`src/pmwc_pkg.sv`:
```
// Notes on behaviour
// RQ1: Indirect word 4 read gives RTC wake flag bit 8, pin flags 5:0.
// RQ2: Reading a wakeup status word clears its flags.
// RQ3: Indirect word 5 read gives a second status word, same layout and clearing.
// RQ4: Word 4 write sets edge and filter fields of pins 3 down to 0.
// RQ5: Word 5 write sets edge and filter of pins 5 and 4; bits 15:8 ignored.
// RQ6: Software never accesses reserved indirect addresses 6 and 7.
// RQ7: Control bit 3 selects read of status or write of configuration.
// RQ8: Filter code needs 0, 2, 8 or 64 stable slow clock pulses.
// RQ9: Edge code selects none, rising, falling or both edges.
// RQ10: Processor active after reset; standby on sleep-control write of 0x01.
// RQ11: Standby processor wakes on USB, radio, pin or RTC interrupt.
// RQ12: Radio powered down after reset; software alone changes its state.
// RQ13: USB active after reset; suspends on USB sleep write of 0x01.
// RQ14: Suspended USB resumes by software or by host resume.
// RQ15: PLL on after reset; software enable bit 7 rules while USB suspended and processor active.
// RQ16: Program-select pin high means flash programming; power states do not apply.
// RQ17: PLL on if USB active, off if suspended with standby, else software.
// RQ18: Enabled PLL multiplies the 16 MHz oscillator by three to 48 MHz.
// RQ19: Slow 32 kHz clock derived from oscillator, runs in every state.
// RQ20: Sleep-control write stops the processor clock.
// RQ21: Processor clock programmable from 64 kHz to 16 MHz.
// RQ22: Wakeup configuration governs each event that resumes the processor.
// RQ23: Wake field: 00 if enabled, 10 always, 11 ignore, 01 reserved.
// RQ24: Any nonzero value in sleep-control bits 2:0 enters standby.
// RQ25: Control bit 4 reads 1 while last control write is pending.
// RQ26: Selected debounced pin edge sets its flag and the common wakeup event.
// RQ27: Software polls the busy bit to zero before another indirect access.
package pmwc_pkg;

  // ----------------------------------------------------------------
  // Register addresses
  // ----------------------------------------------------------------
  localparam logic [7:0] A_CLK_CTRL   = 8'ha3;
  localparam logic [7:0] A_PWR_DOWN   = 8'ha4;
  localparam logic [7:0] A_WAKE_CONF  = 8'ha5;
  localparam logic [7:0] A_IND_HIGH   = 8'hab;
  localparam logic [7:0] A_IND_LOW    = 8'hac;
  localparam logic [7:0] A_IND_CTRL   = 8'had;
  localparam logic [7:0] A_USB_SLEEP  = 8'hb8;
  localparam logic [7:0] A_RADIO_CTRL = 8'hb9;

  // ----------------------------------------------------------------
  // Fields and values
  // ----------------------------------------------------------------
  localparam logic [2:0] IA_WAKE_A    = 3'h4;
  localparam logic [2:0] IA_WAKE_B    = 3'h5;
  localparam int         IC_BUSY      = 4;
  localparam int         IC_WRITE     = 3;
  localparam int         PLL_EN_BIT   = 7;
  localparam int         PD_LF_BIT    = 3;
  localparam int         STAT_RTC_BIT = 8;
  localparam logic [7:0] CLK_CTRL_RST = 8'h80;
  localparam logic [7:0] SLEEP_CMD    = 8'h01;
  localparam logic [1:0] EDGE_RISE    = 2'h1;
  localparam logic [1:0] EDGE_FALL    = 2'h2;
  localparam logic [1:0] WC_IF_EN     = 2'h0;
  localparam logic [1:0] WC_ALWAYS    = 2'h2;
  localparam int         IEN_RF       = 1;
  localparam int         IEN_USBWU    = 3;
  localparam int         IEN_USB      = 4;
  localparam int         IEN_WU       = 5;
  localparam logic [1:0] RADIO_PDOWN  = 2'h0;

  // ----------------------------------------------------------------
  // Timing
  // ----------------------------------------------------------------
  localparam int         SYS_CLK_HZ   = 100_000_000;
  localparam int         LF_CLK_HZ    = 32_000;
  localparam int         LF_CYC       = SYS_CLK_HZ / LF_CLK_HZ;
  localparam logic [11:0] LF_LAST     = 12'(LF_CYC - 1);
  localparam logic [11:0] LF_HALF     = 12'(LF_CYC / 2);

  function automatic logic [6:0] db_len(input logic [1:0] code);
    unique case (code)
      2'h0: db_len = 7'h00;
      2'h1: db_len = 7'h02;
      2'h2: db_len = 7'h08;
      2'h3: db_len = 7'h40;
    endcase
  endfunction

  function automatic logic wake_ok(input logic [1:0] f, input logic en, input logic ev);
    wake_ok = ev & ((f == WC_ALWAYS) | ((f == WC_IF_EN) & en));
  endfunction

endpackage

```
`src/pmwc_ctrl.sv`:
```
module pmwc_ctrl
  import pmwc_pkg::*;
(
  input  wire logic       i_sys_clk,
  input  wire logic       i_reset,
  input  wire logic [7:0] i_sfr_addr,
  input  wire logic [7:0] i_sfr_wdata,
  input  wire logic       i_sfr_wr,
  input  wire logic       i_sfr_rd,
  input  wire logic [7:0] i_interrupt_enable_group_one,
  input  wire logic       i_rf_irq,
  input  wire logic       i_usb_irq,
  input  wire logic       i_rtc_wakeup,
  input  wire logic       i_usb_resume,
  input  wire logic [5:0] i_port0_pin,
  input  wire logic       i_program_select_pin,
  output logic [7:0]      o_sfr_rdata,
  output logic            o_cpu_standby,
  output logic            o_usb_suspend,
  output logic            o_pll_on,
  output logic [3:0]      o_cpu_clk_code,
  output logic [1:0]      o_radio_mode,
  output logic            o_flash_program_select_pin_mode,
  output logic            o_low_frequency_clock,
  output logic            o_common_wakeup_event
);

  // ----------------------------------------------------------------
  // Declarations
  // ----------------------------------------------------------------
  logic [5:0]  pin_m_q;
  logic [5:0]  pin_s_q;
  logic [1:0]  misc_m_q;
  logic [1:0]  misc_s_q;
  logic [11:0] lf_cnt_q;
  logic        lf_tick_q;
  logic        lf_clk_q;
  logic [3:0]  pin_cfg_q [6];
  logic [6:0]  db_cnt_q [6];
  logic [5:0]  filt_q;
  logic [5:0]  pin_evt_q;
  logic        rtc_evt_q;
  logic [6:0]  set_w;
  logic [6:0]  stat_a_q;
  logic [6:0]  stat_b_q;
  logic        busy_q;
  logic        op_wr_q;
  logic [2:0]  op_addr_q;
  logic        op_done;
  logic        rd_a;
  logic        rd_b;
  logic [15:0] data_q;
  logic [7:0]  clk_ctrl_q;
  logic [7:0]  wake_conf_q;
  logic [1:0]  radio_q;
  logic        standby_q;
  logic        suspend_q;
  logic        pll_q;
  logic        wu_q;
  logic        wake;
  logic        program_select_pin;
  logic [7:0]  rdata_q;

  // ----------------------------------------------------------------
  // Helpers
  // ----------------------------------------------------------------
  // Both status words share one layout: flag 6 is the RTC, flags 5:0 the pins.
  function automatic logic [15:0] stat_word(input logic [6:0] s);
    stat_word               = 16'h0000;
    stat_word[STAT_RTC_BIT] = s[6];
    stat_word[5:0]          = s[5:0];
  endfunction

  assign program_select_pin    = misc_s_q[0];
  assign op_done = busy_q & lf_tick_q;
  assign rd_a    = op_done & ~op_wr_q & (op_addr_q == IA_WAKE_A);
  assign rd_b    = op_done & ~op_wr_q & (op_addr_q == IA_WAKE_B);
  assign set_w   = {rtc_evt_q, pin_evt_q};

  // ----------------------------------------------------------------
  // Input synchronisers
  // ----------------------------------------------------------------
  always_ff @(posedge i_sys_clk or posedge i_reset) begin
    if (i_reset) begin
      pin_m_q  <= 6'h00;
      pin_s_q  <= 6'h00;
      misc_m_q <= 2'h0;
      misc_s_q <= 2'h0;
    end else begin
      pin_m_q  <= i_port0_pin;
      pin_s_q  <= pin_m_q;
      misc_m_q <= {i_usb_resume, i_program_select_pin};
      misc_s_q <= misc_m_q;
    end
  end

  // ----------------------------------------------------------------
  // Slow clock
  // ----------------------------------------------------------------
  // The slow clock is a tick strobe plus a square wave, kept free running
  // in every power state so that pin filtering never stops.
  always_ff @(posedge i_sys_clk or posedge i_reset) begin
    if (i_reset) begin
      lf_cnt_q  <= 12'h000;
      lf_tick_q <= 1'b0;
      lf_clk_q  <= 1'b0;
    end else begin
      lf_tick_q <= (lf_cnt_q == LF_LAST); // RQ19
      if (lf_cnt_q == LF_LAST) begin
        lf_cnt_q <= 12'h000;
      end else begin
        lf_cnt_q <= lf_cnt_q + 12'h001;
      end
      lf_clk_q <= (lf_cnt_q < LF_HALF);
    end
  end

  // ----------------------------------------------------------------
  // Pin filters and edge detection
  // ----------------------------------------------------------------
  // The edge is judged on the filtered level, so a glitch shorter than the
  // selected number of slow ticks can never raise a flag.
  always_ff @(posedge i_sys_clk or posedge i_reset) begin
    if (i_reset) begin
      filt_q    <= 6'h00;
      pin_evt_q <= 6'h00;
      for (int p = 0; p < 6; p++) begin
        db_cnt_q[p] <= 7'h00;
      end
    end else begin
      pin_evt_q <= 6'h00;
      for (int p = 0; p < 6; p++) begin
        if (lf_tick_q) begin
          if (pin_s_q[p] == filt_q[p]) begin
            db_cnt_q[p] <= 7'h00;
          end else if (db_cnt_q[p] + 7'h01 >= db_len(pin_cfg_q[p][1:0])) begin // RQ8
            db_cnt_q[p] <= 7'h00;
            filt_q[p]   <= pin_s_q[p];
            pin_evt_q[p] <= pin_s_q[p] ? pin_cfg_q[p][2] : pin_cfg_q[p][3]; // RQ9 RQ26
          end else begin
            db_cnt_q[p] <= db_cnt_q[p] + 7'h01;
          end
        end
      end
    end
  end

  // The RTC pulse is registered so that it sets its flags in step with the pins.
  always_ff @(posedge i_sys_clk or posedge i_reset) begin
    if (i_reset) begin
      rtc_evt_q <= 1'b0;
    end else begin
      rtc_evt_q <= i_rtc_wakeup;
    end
  end

  always_ff @(posedge i_sys_clk or posedge i_reset) begin
    if (i_reset) begin
      wu_q <= 1'b0;
    end else begin
      wu_q <= |set_w; // RQ26
    end
  end

  // ----------------------------------------------------------------
  // Wakeup status words
  // ----------------------------------------------------------------
  // A new event in the cycle of a read survives into the next read.
  always_ff @(posedge i_sys_clk or posedge i_reset) begin
    if (i_reset) begin
      stat_a_q <= 7'h00;
      stat_b_q <= 7'h00;
    end else begin
      stat_a_q <= (rd_a ? 7'h00 : stat_a_q) | set_w; // RQ2
      stat_b_q <= (rd_b ? 7'h00 : stat_b_q) | set_w; // RQ3
    end
  end

  // ----------------------------------------------------------------
  // Indirect access engine
  // ----------------------------------------------------------------
  // An access is carried out on the next slow clock tick, which is why
  // software must wait on the busy bit; a control write while busy is dropped.
  always_ff @(posedge i_sys_clk or posedge i_reset) begin
    if (i_reset) begin
      busy_q    <= 1'b0;
      op_wr_q   <= 1'b0;
      op_addr_q <= 3'h0;
    end else if (i_sfr_wr && i_sfr_addr == A_IND_CTRL && !busy_q) begin
      busy_q    <= 1'b1; // RQ25
      op_wr_q   <= i_sfr_wdata[IC_WRITE]; // RQ7
      op_addr_q <= i_sfr_wdata[2:0];
    end else if (op_done) begin
      busy_q    <= 1'b0; // RQ25
    end
  end

  always_ff @(posedge i_sys_clk or posedge i_reset) begin
    if (i_reset) begin
      data_q <= 16'h0000;
    end else if (rd_a) begin
      data_q <= stat_word(stat_a_q); // RQ1
    end else if (rd_b) begin
      data_q <= stat_word(stat_b_q); // RQ3
    end else if (i_sfr_wr && i_sfr_addr == A_IND_HIGH) begin
      data_q[15:8] <= i_sfr_wdata;
    end else if (i_sfr_wr && i_sfr_addr == A_IND_LOW) begin
      data_q[7:0] <= i_sfr_wdata;
    end
  end

  always_ff @(posedge i_sys_clk or posedge i_reset) begin
    if (i_reset) begin
      for (int p = 0; p < 6; p++) begin
        pin_cfg_q[p] <= 4'h0;
      end
    end else if (op_done && op_wr_q) begin
      if (op_addr_q == IA_WAKE_A) begin
        for (int p = 0; p < 4; p++) begin
          pin_cfg_q[p] <= data_q[4*p +: 4]; // RQ4
        end
      end else if (op_addr_q == IA_WAKE_B) begin
        pin_cfg_q[4] <= data_q[3:0]; // RQ5
        pin_cfg_q[5] <= data_q[7:4]; // RQ5
      end
    end
  end

  // ----------------------------------------------------------------
  // Configuration registers
  // ----------------------------------------------------------------
  always_ff @(posedge i_sys_clk or posedge i_reset) begin
    if (i_reset) begin
      clk_ctrl_q  <= CLK_CTRL_RST;
      wake_conf_q <= 8'h00;
      radio_q     <= RADIO_PDOWN; // RQ12
    end else if (i_sfr_wr) begin
      if (i_sfr_addr == A_CLK_CTRL) begin
        clk_ctrl_q <= i_sfr_wdata & 8'hf3; // RQ21
      end
      if (i_sfr_addr == A_WAKE_CONF) begin
        wake_conf_q <= i_sfr_wdata; // RQ22
      end
      if (i_sfr_addr == A_RADIO_CTRL) begin
        radio_q <= i_sfr_wdata[1:0]; // RQ12
      end
    end
  end

  // ----------------------------------------------------------------
  // Processor, USB and PLL states
  // ----------------------------------------------------------------
  // A reserved field code wakes on nothing, so a stray value only ignores a source.
  // The host resume is taken from its synchroniser, never from the raw pin.
  assign wake = wake_ok(wake_conf_q[7:6], i_interrupt_enable_group_one[IEN_RF], i_rf_irq) // RQ11 RQ22 RQ23
              | wake_ok(wake_conf_q[5:4], i_interrupt_enable_group_one[IEN_WU], wu_q)
              | wake_ok(wake_conf_q[3:2], i_interrupt_enable_group_one[IEN_USB], i_usb_irq)
              | wake_ok(wake_conf_q[1:0], i_interrupt_enable_group_one[IEN_USBWU], misc_s_q[1]);

  // Programming mode holds the processor, USB and PLL awake so the flash loader is never
  // left without a clock.
  always_ff @(posedge i_sys_clk or posedge i_reset) begin
    if (i_reset) begin
      standby_q <= 1'b0; // RQ10
    end else if (program_select_pin) begin
      standby_q <= 1'b0; // RQ16
    end else if (i_sfr_wr && i_sfr_addr == A_PWR_DOWN && i_sfr_wdata[2:0] != 3'h0) begin
      standby_q <= 1'b1; // RQ10 RQ20 RQ24
    end else if (wake) begin
      standby_q <= 1'b0; // RQ11
    end
  end

  always_ff @(posedge i_sys_clk or posedge i_reset) begin
    if (i_reset) begin
      suspend_q <= 1'b0; // RQ13
    end else if (program_select_pin || misc_s_q[1]) begin
      suspend_q <= 1'b0; // RQ14 RQ16
    end else if (i_sfr_wr && i_sfr_addr == A_USB_SLEEP) begin
      suspend_q <= (i_sfr_wdata == SLEEP_CMD); // RQ13 RQ14
    end
  end

  // The PLL output itself is analogue: this flag enables the x3 multiplier.
  always_ff @(posedge i_sys_clk or posedge i_reset) begin
    if (i_reset) begin
      pll_q <= 1'b1; // RQ15
    end else if (!suspend_q || program_select_pin) begin
      pll_q <= 1'b1; // RQ17 RQ18
    end else if (standby_q) begin
      pll_q <= 1'b0; // RQ17
    end else begin
      pll_q <= clk_ctrl_q[PLL_EN_BIT]; // RQ15 RQ17
    end
  end

  // ----------------------------------------------------------------
  // Register read
  // ----------------------------------------------------------------
  // Read data is registered and held until the next read strobe, so a slow
  // poller may take it at any later cycle.
  always_ff @(posedge i_sys_clk or posedge i_reset) begin
    if (i_reset) begin
      rdata_q <= 8'h00;
    end else if (i_sfr_rd) begin
      unique case (i_sfr_addr)
        A_CLK_CTRL:   rdata_q <= clk_ctrl_q;
        A_PWR_DOWN:   rdata_q <= {4'h0, lf_clk_q, 3'h0};
        A_WAKE_CONF:  rdata_q <= wake_conf_q;
        A_IND_HIGH:   rdata_q <= data_q[15:8];
        A_IND_LOW:    rdata_q <= data_q[7:0];
        A_IND_CTRL:   rdata_q <= {3'h0, busy_q, op_wr_q, op_addr_q}; // RQ25
        A_USB_SLEEP:  rdata_q <= {7'h00, suspend_q};
        A_RADIO_CTRL: rdata_q <= {6'h00, radio_q};
        default:      rdata_q <= 8'h00;
      endcase
    end
  end

  // ----------------------------------------------------------------
  // Outputs
  // ----------------------------------------------------------------
  always_ff @(posedge i_sys_clk or posedge i_reset) begin
    if (i_reset) begin
      o_cpu_clk_code <= 4'h8;
    end else begin
      o_cpu_clk_code <= pll_q ? {1'b1, clk_ctrl_q[6:4]} : {2'h0, clk_ctrl_q[1:0]}; // RQ21
    end
  end

  always_ff @(posedge i_sys_clk or posedge i_reset) begin
    if (i_reset) begin
      o_flash_program_select_pin_mode <= 1'b0;
    end else begin
      o_flash_program_select_pin_mode <= program_select_pin; // RQ16
    end
  end

  assign o_sfr_rdata           = rdata_q;
  assign o_cpu_standby         = standby_q;
  assign o_usb_suspend         = suspend_q;
  assign o_pll_on              = pll_q;
  assign o_radio_mode          = radio_q;
  assign o_low_frequency_clock = lf_clk_q;
  assign o_common_wakeup_event = wu_q;

endmodule

```
`config.mk`:
```
export PLATFORM = sky130hd
export DESIGN_NAME = pmwc_ctrl
export DESIGN_NICKNAME = d
export VERILOG_FILES = /design/src/pmwc_pkg.sv /design/src/pmwc_ctrl.sv
export SDC_FILE = /design/constraint.sdc
export NUM_CORES = 1
export LEC_CHECK = 0
export BUFFER_PORTS_ARGS = -buffer_cell sky130_fd_sc_hd__buf_2
export CAP_MARGIN = 5
export CORE_MARGIN = 5
export CORE_UTILIZATION = 45
export CTS_CLUSTER_DIAMETER = 200
export DETAILED_ROUTE_END_ITERATION = 8
export PLACE_DENSITY = 0.62
export SYNTH_ARGS = -nofsm -noshare
export SYNTH_HDL_FRONTEND = slang
export SYNTH_SLANG_ARGS = --single-unit
```
`constraint.sdc`:
```
create_clock -name i_sys_clk -period 5.01 [get_ports i_sys_clk]
set_clock_uncertainty 0.05 [all_clocks]
set_input_delay 0 -clock i_sys_clk [delete_from_list [all_inputs] [get_ports i_sys_clk]]
set_output_delay 0 -clock i_sys_clk [all_outputs]
set_load 0.05 [all_outputs]
```
-- After elaboration in Yosys (flattened, before gate mapping)
Cells that the tools add are included.
- register bits: 177
- input port bits: 39
- word-level logic and storage cells: 242
- $add $sub $neg: 7
- $lt $le $gt $ge: 7
- equal/unequal tests: 41
- multiplexer cells: 73
- bitwise gates (word level): 29
- reductions and logical operators: 41
- operators with widths (kind ; count):
    $mux W7 ; 26
    $pmux W7 S4 ; 6
    $eq A8 B8 Y1 const B ; 8
    $pmux W8 S8 ; 1
    $add A7 B1 Y7 const B ; 6
    $ge A7 B7 Y1 ; 6
    $mux W1 ; 33
    $eq A2 B2 Y1 const B ; 16
    $mux W16 ; 2
    $mux W8 ; 3
    $reduce_and A3 Y1 ; 7
    $logic_not A2 Y1 ; 10
    $or A7 B7 Y7 ; 2
    $add A12 B1 Y12 const B ; 1
    $and A1 B1 Y1 ; 12
    $eq A12 B12 Y1 const B ; 1
    $eq A2 B1 Y1 const B ; 6
    $lt A12 B11 Y1 const B ; 1
    $mux W12 ; 1
    $reduce_bool A3 Y1 ; 4
    $reduce_and A2 Y1 ; 5
    $eq A8 B1 Y1 const B ; 1
    $logic_and A1 B1 Y1 ; 8
    $not A1 Y1 ; 8
    other kinds (9) ; 24

-- Longest topological paths before layout
Gate-level depths: netlist (run 1).
- word-level depth: 10
- depth in mapped cells: 10
- mapped depth without buffers: 10

-- Least setup slack after synthesis (run 1)
No wires, ideal clock.
- kind: register -> register
- start: register db_cnt_q[7] (netlist name)
- end: register filt_q[4]
- library setup time: 125 ps
- arrival: 2185 ps
- data required time: 4835 ps
- slack: 2651 ps
- stages on the path, launching flop included: 11
- buffers on the path: 0
- period minus slack after synthesis: 2359 ps
- cells stage by stage: dfrtp_1 -> ha_1 -> and3_1 -> nand3_1 -> xnor2_1 -> ha_1 -> nor2_1 -> o21ai_0 -> nor4_2 -> nor3_1 -> mux2_2
- longest elaborated chain between the ends: 3
- ends and longest elaborated chain (item ; line ; text):
    start: declaration ; pmwc_ctrl.sv:39 ; logic [6:0] db_cnt_q [6];
    start signal: indexed assignment ; pmwc_ctrl.sv:141 ; db_cnt_q[p] <= db_cnt_q[p] + 7'h01;
    $add A7 B1 Y7 ; pmwc_ctrl.sv:136 ; end else if (db_cnt_q[p] + 7'h01 >= db_len(pin_cfg_q[p][1:0])) begin
    $ge A7 B7 Y1 ; pmwc_ctrl.sv:136 ;
    $reduce_and A3 Y1 (no source line) ; -- ;
    end signal: indexed assignment ; pmwc_ctrl.sv:138 ; filt_q[p] <= pin_s_q[p];
    end: declaration ; pmwc_ctrl.sv:40 ; logic [5:0] filt_q;
Every way passes these cells.
A chain may end at the register's enable or synchronous reset.

-- Worst setup path after layout (run 1)
Ends and elaborated chain as after synthesis.

==> results of run 1 <==
[power breakdown]
group | internal (W) | switching [W]
combinational | 0.0000502 | 0.0000811
clock | 0.000672 | 0.000641
sequential | 0.00145 | 0.0000256
[layout by cell type, fill, tap and decap left out, types with 6 or more instances in the layout]
master           n
dfrtp_1        174
mux2_2          57
nand2_1         57
buf_2           54
nor2_1          45
mux2i_1         44
o21ai_0         44
inv_1           30
nand3_1         29
ha_1            26
dlygate4sd3_1   24
xnor2_1         21
clkbuf_16       17
o2bb2ai_1       16
a21o_1          15
nand3b_1        14
nor3_1          14
and3_1          13
nor2b_1         12
o22ai_1         12
xor2_1          12
nand4_1         10
a21oi_1          9
nand2b_1         8
o211ai_1         7
and2_1           7
a22o_1           6
a31oi_1          6
or3_1            6
o221ai_1         6
[worst max path at each step]
stage | to | cells after the start | slack, ns
2_1_floorplan | busy_q | 1 | 0.16
3_3_place_gp | filt_q[3] | 10 | 2.34
3_5_place_dp | filt_q[4] | 10 | 2.34
4_1_cts | filt_q[4] | 10 | 2.32
5_1_grt | filt_q[4] | 10 | 2.04
6_report | filt_q[4] | 10 | 2.33
[state kept, by name, summed over array words and instances, names as in the netlist, 2 cells and up]
register	cells
db_cnt_q	42
filt_q	6
stat_a_q	7
lf_cnt_q	12
pin_cfg_q	24
op_addr_q	3
pin_evt_q	6
misc_m_q	2
data_q	16
o_cpu_clk_code	4
pin_m_q	6
stat_b_q	7
misc_s_q	2
pin_s_q	6
o_radio_mode	2
clk_ctrl_q	6
o_sfr_rdata	8
wake_conf_q	8
[area by class of cell]
cell class | count | area [µm²] | area share
Tap cell | 265 | 332 | 0.0328
Clock inverter | 15 | 170 | 0.0168
Multi-Input combinational cell | 553 | 4090 | 0.404
Timing Repair Buffer | 82 | 541 | 0.0534
Sequential cell | 177 | 4430 | 0.438
Inverter | 32 | 125 | 0.0124
Clock buffer | 17 | 425 | 0.0420
[metrics by stage]
| step | total power, W | util |
|---|---|---|
| finish | 0.00292 | 0.525 |
| floorplan | 0.00157 | - |
| CTS | 0.00296 | 0.525 |
| global route | 0.00304 | 0.525 |
| detailed placement | 0.00162 | 0.482 |
| global placement | 0.00162 | 0.482 |
[worst max-delay path, cell delays in order, from the launching register on]
cell     delay [ns]
dfrtp_1        0.43
ha_1           0.30
and3_1         0.22
nand3_1        0.10
xnor2_1        0.16
ha_1           0.21
nor2_1         0.10
o21ai_0        0.11
nor4_2         0.45
nor3_1         0.13
mux2_2         0.31
[routing by layer]
metal  global-route usage  part of all wire  vias up
li1                     -                 -     2996
met1                0.252              0.48     3051
met2                0.286              0.47      106
met3               0.0310             0.030       30
met4               0.0577             0.019        0
met5                    0                 0        -
[logic make-up (layout without fill, tap and decap cells)]
group,count (synthesis),after routing,synth area share
multiplexers,103,103,0.127
adder cells (fa/ha/maj),26,26,0.0372
AO/OA/AOI/OAI,144,144,0.113
XOR/XNOR,33,33,0.0331
AND/OR/NAND/NOR,247,247,0.159
buffers and inverters,52,146,0.0238
flip-flops,177,177,0.508
[timing repair]
item,in CTS,in global routing
gates resized for setup,0,0
endpoints found under the hold margin,142,0
hold buffers,24,0
==> impl_metrics.tcl, run 1 <==
set metrics [dict create \
    status "finished, final reports clean" \
    dp.final_hpwl_um 12900 \
    finalWirelength_um 18700 \
    layout_min_cycle_time_ns 2.68 \
    placeableCoreArea_um2 19300 \
    route.detailed.wl_per_inst_um 16.4 \
    design.final.nets 928 \
    pre_cts_ws_ns 2.34 \
    timing.hold.worst.class "input pin to register" \
    synthesized_nets 847 \
    worst_slew_margin_rel 0.388 \
    synth.top_cells.by_area "dfrtp_1 50%, mux2_2 7.3%, mux2i_1 5.0%, ha_1 3.7%, o21ai_0 2.5%" \
    clock-root-buffer "clkbuf_16" \
    timing_hold_violations_final 0 \
    post-route-drc-count 0 \
    hold_depth 3 \
    viasPerCell 5.42 \
    synthMostInstantiatedCell "dfrtp_1" \
    place_area_um2 9280 \
    syn_area_cell_um2 11.2 \
    cap_violations 0 \
    async_flop_share 1.00 \
    clk_pin_slew_ns 0.07 \
    netlist_area_um2 8730 \
    global_route_total_overflow 0 \
    ir_drop_v 0.000243 \
    floorplan.die.width_um 149 \
    drt-initial-drc-count 268 \
    grt_first_pass_wirelength_um 32300 \
    final-instance-count-excl-fill 1141 \
    final_design_area_no_fill_um2 10100 \
    drt_pass1_iterations 4 \
    leakage_nw 4.72 \
    crit_path_end_kind "register" \
    antenna_cells_inserted 0 \
    area_delta_synth_final_pct 15.9 \
    crit_path_required_time_ns 5.28 \
    clock.fmax_mhz 373 \
    initial_core_util 0.453 \
    yosys_register_bits 177 \
    r2r.worst_path.cells 10 \
    port_buffers 54 \
    layout.filler_cells 1742 \
    r2r_slack_ns 2.33 \
    setup_viol_count_final 0 \
    worstHoldEndpoint "o_radio_mode[0]" \
    hold-worst-slack_ns 0.0339 \
    tritoncts_num_sinks 177 \
    synthDistinctLibCells 62 \
    grt_max_degree 94 \
    pin_count 59 \
    tritoncts "built" \
    synth_edf_count 0 \
    hold_path_startpoint "i_sfr_addr[0]" \
    maximum_fanout_encountered_on_the_critical_timing_path 6 \
    cp-start-kind "register" \
    synth_top_flop_cell "dfrtp_1" \
    timing.critical_path.arrival_ns 2.95 \
    floorplan.die_area_um2 22300 \
    route.vias.total 6183 \
    power_density_nw_per_um2 289 \
    synth.cells.most_frequent "174 x dfrtp_1, 57 x mux2_2, 57 x nand2_1, 45 x nor2_1" \
    timing_worst_setup_path_type "register to register" \
    yosys_synthesis_warning_count 0 \
    crit_share_post_route 0.535 \
    synth.yosys.seq_area_share 0.508 \
    unrepaired_setup_endpoints_after_global_routing "no" \
    die_height_um 149 \
    setup_total_negative_slack_ns 0 \
    crit_path_start "db_cnt_q[7]" \
    h-tree-depth 4 \
    clkLatencyLatePin_ns 0.43 \
    clock_path_buffers 2 \
    post_cts_buffers 0 \
    final_critical_path_setup_slack_ns 2.33 \
    place_inst 1085 \
    final_max_slew_viol_count 0 \
    groute.usage.overall 0.180 \
    crit-reg2reg-launch "db_cnt_q[7]" \
    cts_inserted_buffers 17 \
    remaining_antenna_violation_count 0 \
    yosysTopAreaCellShare 0.499 \
    critical_path.reg2reg.endpoint "filt_q[4]" \
    number_of_antenna_violations_at_the_first_check_in_global_routing 0 \
    final_layout_size_suffix_gt1_frac 0.204 \
    syn_inst 782 \
    netlist.top_cell.by_area "dfrtp_1" \
    gp_congestion 0.806 \
    grt_pass1_vias 6367 \
    floorplan.rows 51 \
    slew_at_the_pin_with_the_worst_max_slew_slack_ns 0.917 \
]
Note: power is estimated with default switching activity, not from simulation.
==> inputs of run 2 (changes only) <==
--- a/config.mk
+++ b/config.mk
@@ -11,7 +11,7 @@
 export CORE_UTILIZATION = 45
 export CTS_CLUSTER_DIAMETER = 200
 export DETAILED_ROUTE_END_ITERATION = 8
-export PLACE_DENSITY = 0.62
+export PLACE_DENSITY = 0.59
 export SYNTH_ARGS = -nofsm -noshare
 export SYNTH_HDL_FRONTEND = slang
 export SYNTH_SLANG_ARGS = --single-unit
==> constraint.sdc (replaced) <==
create_clock -name i_sys_clk -period 2.55 [get_ports i_sys_clk]
set_clock_uncertainty 0.05 [all_clocks]
set_input_delay 0 -clock i_sys_clk [delete_from_list [all_inputs] [get_ports i_sys_clk]]
set_output_delay 0 -clock i_sys_clk [all_outputs]
set_load 0.05 [all_outputs]
==> impl_metrics.tcl, run 2 (synthesis gave the netlist of run 1 again) <==
set metrics [dict create \
    maximum_fanout_encountered_on_the_critical_timing_path 6 \
    layout.cells.most_common "dfrtp_1" \
    dp.final_hpwl_um 13800 \
    floorplan.rows 51 \
    power_density_nw_per_um2 570 \
    groute.usage.overall 0.182 \
    largest_register_ffs 42 \
    critical_path.reg2reg.endpoint "filt_q[5]" \
    floorplan.die.width_um 149 \
    remaining_antenna_violation_count 0 \
    grt_max_degree 59 \
    number_of_antenna_violations_at_the_first_check_in_global_routing 0 \
    clock.fmax_mhz 416 \
    setup_viol_count_final 0 \
    hold-worst-slack_ns 0.0337 \
    pin_count 59 \
    final_design_area_no_fill_um2 10400 \
    grt_pass1_vias 6622 \
    area_delta_synth_final_pct 18.5 \
    crit_share_post_route 0.942 \
    clock_path_buffers 2 \
    hold_depth 5 \
    global_route_total_overflow 0 \
    drt_pass1_iterations 5 \
    critical-path-slowest-cell "dfrtp_1" \
    gp_congestion 0.885 \
    unrepaired_setup_endpoints_after_global_routing "yes" \
    top_regs "db_cnt_q (42), pin_cfg_q (24), data_q (16)" \
    ir_drop_v 0.000541 \
    cp_cell_sequence "ha_2 > and3_1 > nand3_1 > xnor2_1 > ha_1 > a211oi_2 > and4_4 > nor3_2 > mux2_2" \
    timing.critical_path.buf_inv 0 \
    path_delay_family "simple AND/OR/NAND/NOR gates" \
    place_area_um2 9440 \
    finalWirelength_um 19300 \
    cap_violations 0 \
    slowest_delay_ns 0.42 \
    floorplan.die_area_um2 22300 \
    worst_slew_margin_rel 0.574 \
    tritoncts_num_sinks 177 \
    pre_cts_ws_ns 0.0520 \
    initial_core_util 0.453 \
    hold_path_startpoint "i_rf_irq" \
    drt-initial-drc-count 250 \
    most-common-layout-cells "172 x dfrtp_1, 57 x mux2_2, 57 x nand2_1, 54 x buf_2, 45 x nor2_1" \
    max_flop_register "db_cnt_q" \
    worstHoldEndpoint "o_cpu_standby" \
    crit_path_required_time_ns 2.80 \
    antenna_cells_inserted 0 \
    design.final.nets 944 \
    clock-root-buffer "clkbuf_16" \
    tritoncts "built" \
    leakage_nw 4.83 \
    route.vias.total 6359 \
    crit-reg2reg-launch "db_cnt_q[1]" \
    cts_inserted_buffers 17 \
    post-route-drc-count 0 \
    slew_at_the_pin_with_the_worst_max_slew_slack_ns 0.639 \
    clk_pin_slew_ns 0.08 \
    final_critical_path_setup_slack_ns 0.147 \
    timing_hold_violations_final 0 \
    port_buffers 54 \
    clkLatencyLatePin_ns 0.42 \
    final_max_slew_viol_count 0 \
    r2r.worst_path.cells 9 \
    route.detailed.wl_per_inst_um 16.7 \
    status "finished, final reports clean" \
    timing.hold.worst.class "input pin to register" \
    timing_worst_setup_path_type "register to register" \
    layout_min_cycle_time_ns 2.40 \
    setup_total_negative_slack_ns 0 \
    die_height_um 149 \
    final_layout_size_suffix_gt1_frac 0.230 \
    cp-start-kind "register" \
    r2r_slack_ns 0.15 \
    placeableCoreArea_um2 19300 \
    fin_total_pwr_w 0.00590 \
    viasPerCell 5.50 \
    h-tree-depth 4 \
    crit_path_end_kind "register" \
    grt_first_pass_wirelength_um 32800 \
    timing.critical_path.arrival_ns 2.65 \
]
## run 2: changes by cell type in the layout (fill, tap and decap cells not counted), sizes merged
cell	change
buf	+16
bufinv	+1
clkinv	-4
inv	+3
## run 2: final cells by class
class                      count  area [µm²]
clock buffer                  17         425
multi-input combinational    553        4120
clock inverter                15         205
inverter                      32         124
tap                          265         332
timing repair buffer          98         711
fill                        1749        8920
sequential                   177        4440
## run 2: worst register-to-register path, cell delays in order, from the launching register on
cell      delay [ns]
dfrtp_1         0.42
ha_2            0.26
and3_1          0.20
nand3_1         0.10
xnor2_1         0.16
ha_1            0.23
a211oi_2        0.23
and4_4          0.29
nor3_2          0.06
mux2_2          0.28
## run 2: how the worst max path moves through the flow
| stage | from | endpoint | slack (ns) | cells after the start |
|---|---|---|---|---|
| 2_1_floorplan | db_cnt_q[7] | filt_q[4] | 0.19 | 10 |
| 3_3_place_gp | db_cnt_q[8] | filt_q[4] | 0.13 | 10 |
| 3_5_place_dp | db_cnt_q[21] | filt_q[2] | 0.05 | 9 |
| 4_1_cts | db_cnt_q[0] | filt_q[5] | 0.04 | 9 |
| 5_1_grt | db_cnt_q[35] | filt_q[0] | -0.009 | 9 |
| 6_report | db_cnt_q[1] | filt_q[5] | 0.15 | 9 |
## run 2: stage by stage
step,std cells,utilization
4_1_cts,1155,0.535
5_1_grt,1157,0.537
3_3_place_gp,1099,0.490
3_5_place_dp,1099,0.490
6_report,1157,0.537
2_1_floorplan,782,-
## run 2: layer usage
layer	track usage	part of all wire
met1	0.239	0.46
met2	0.306	0.50
met3	0.0356	0.034
met4	0.0526	0.015
met5	0	0
## run 2: report_power, final
part / switching, W / internal (W) / leakage (nW)
registers: 0.0000504 / 0.00285 / 2.38
clock network: 0.00129 / 0.00144 / 0.308
logic: 0.000161 / 0.000110 / 2.14
## run 2: repair_timing
item,4_1_cts,5_1_grt
gates resized for setup,0,12
hold buffers,24,0
setup buffers,0,2
endpoints found under the setup margin,0,30
endpoints found under the hold margin,201,0
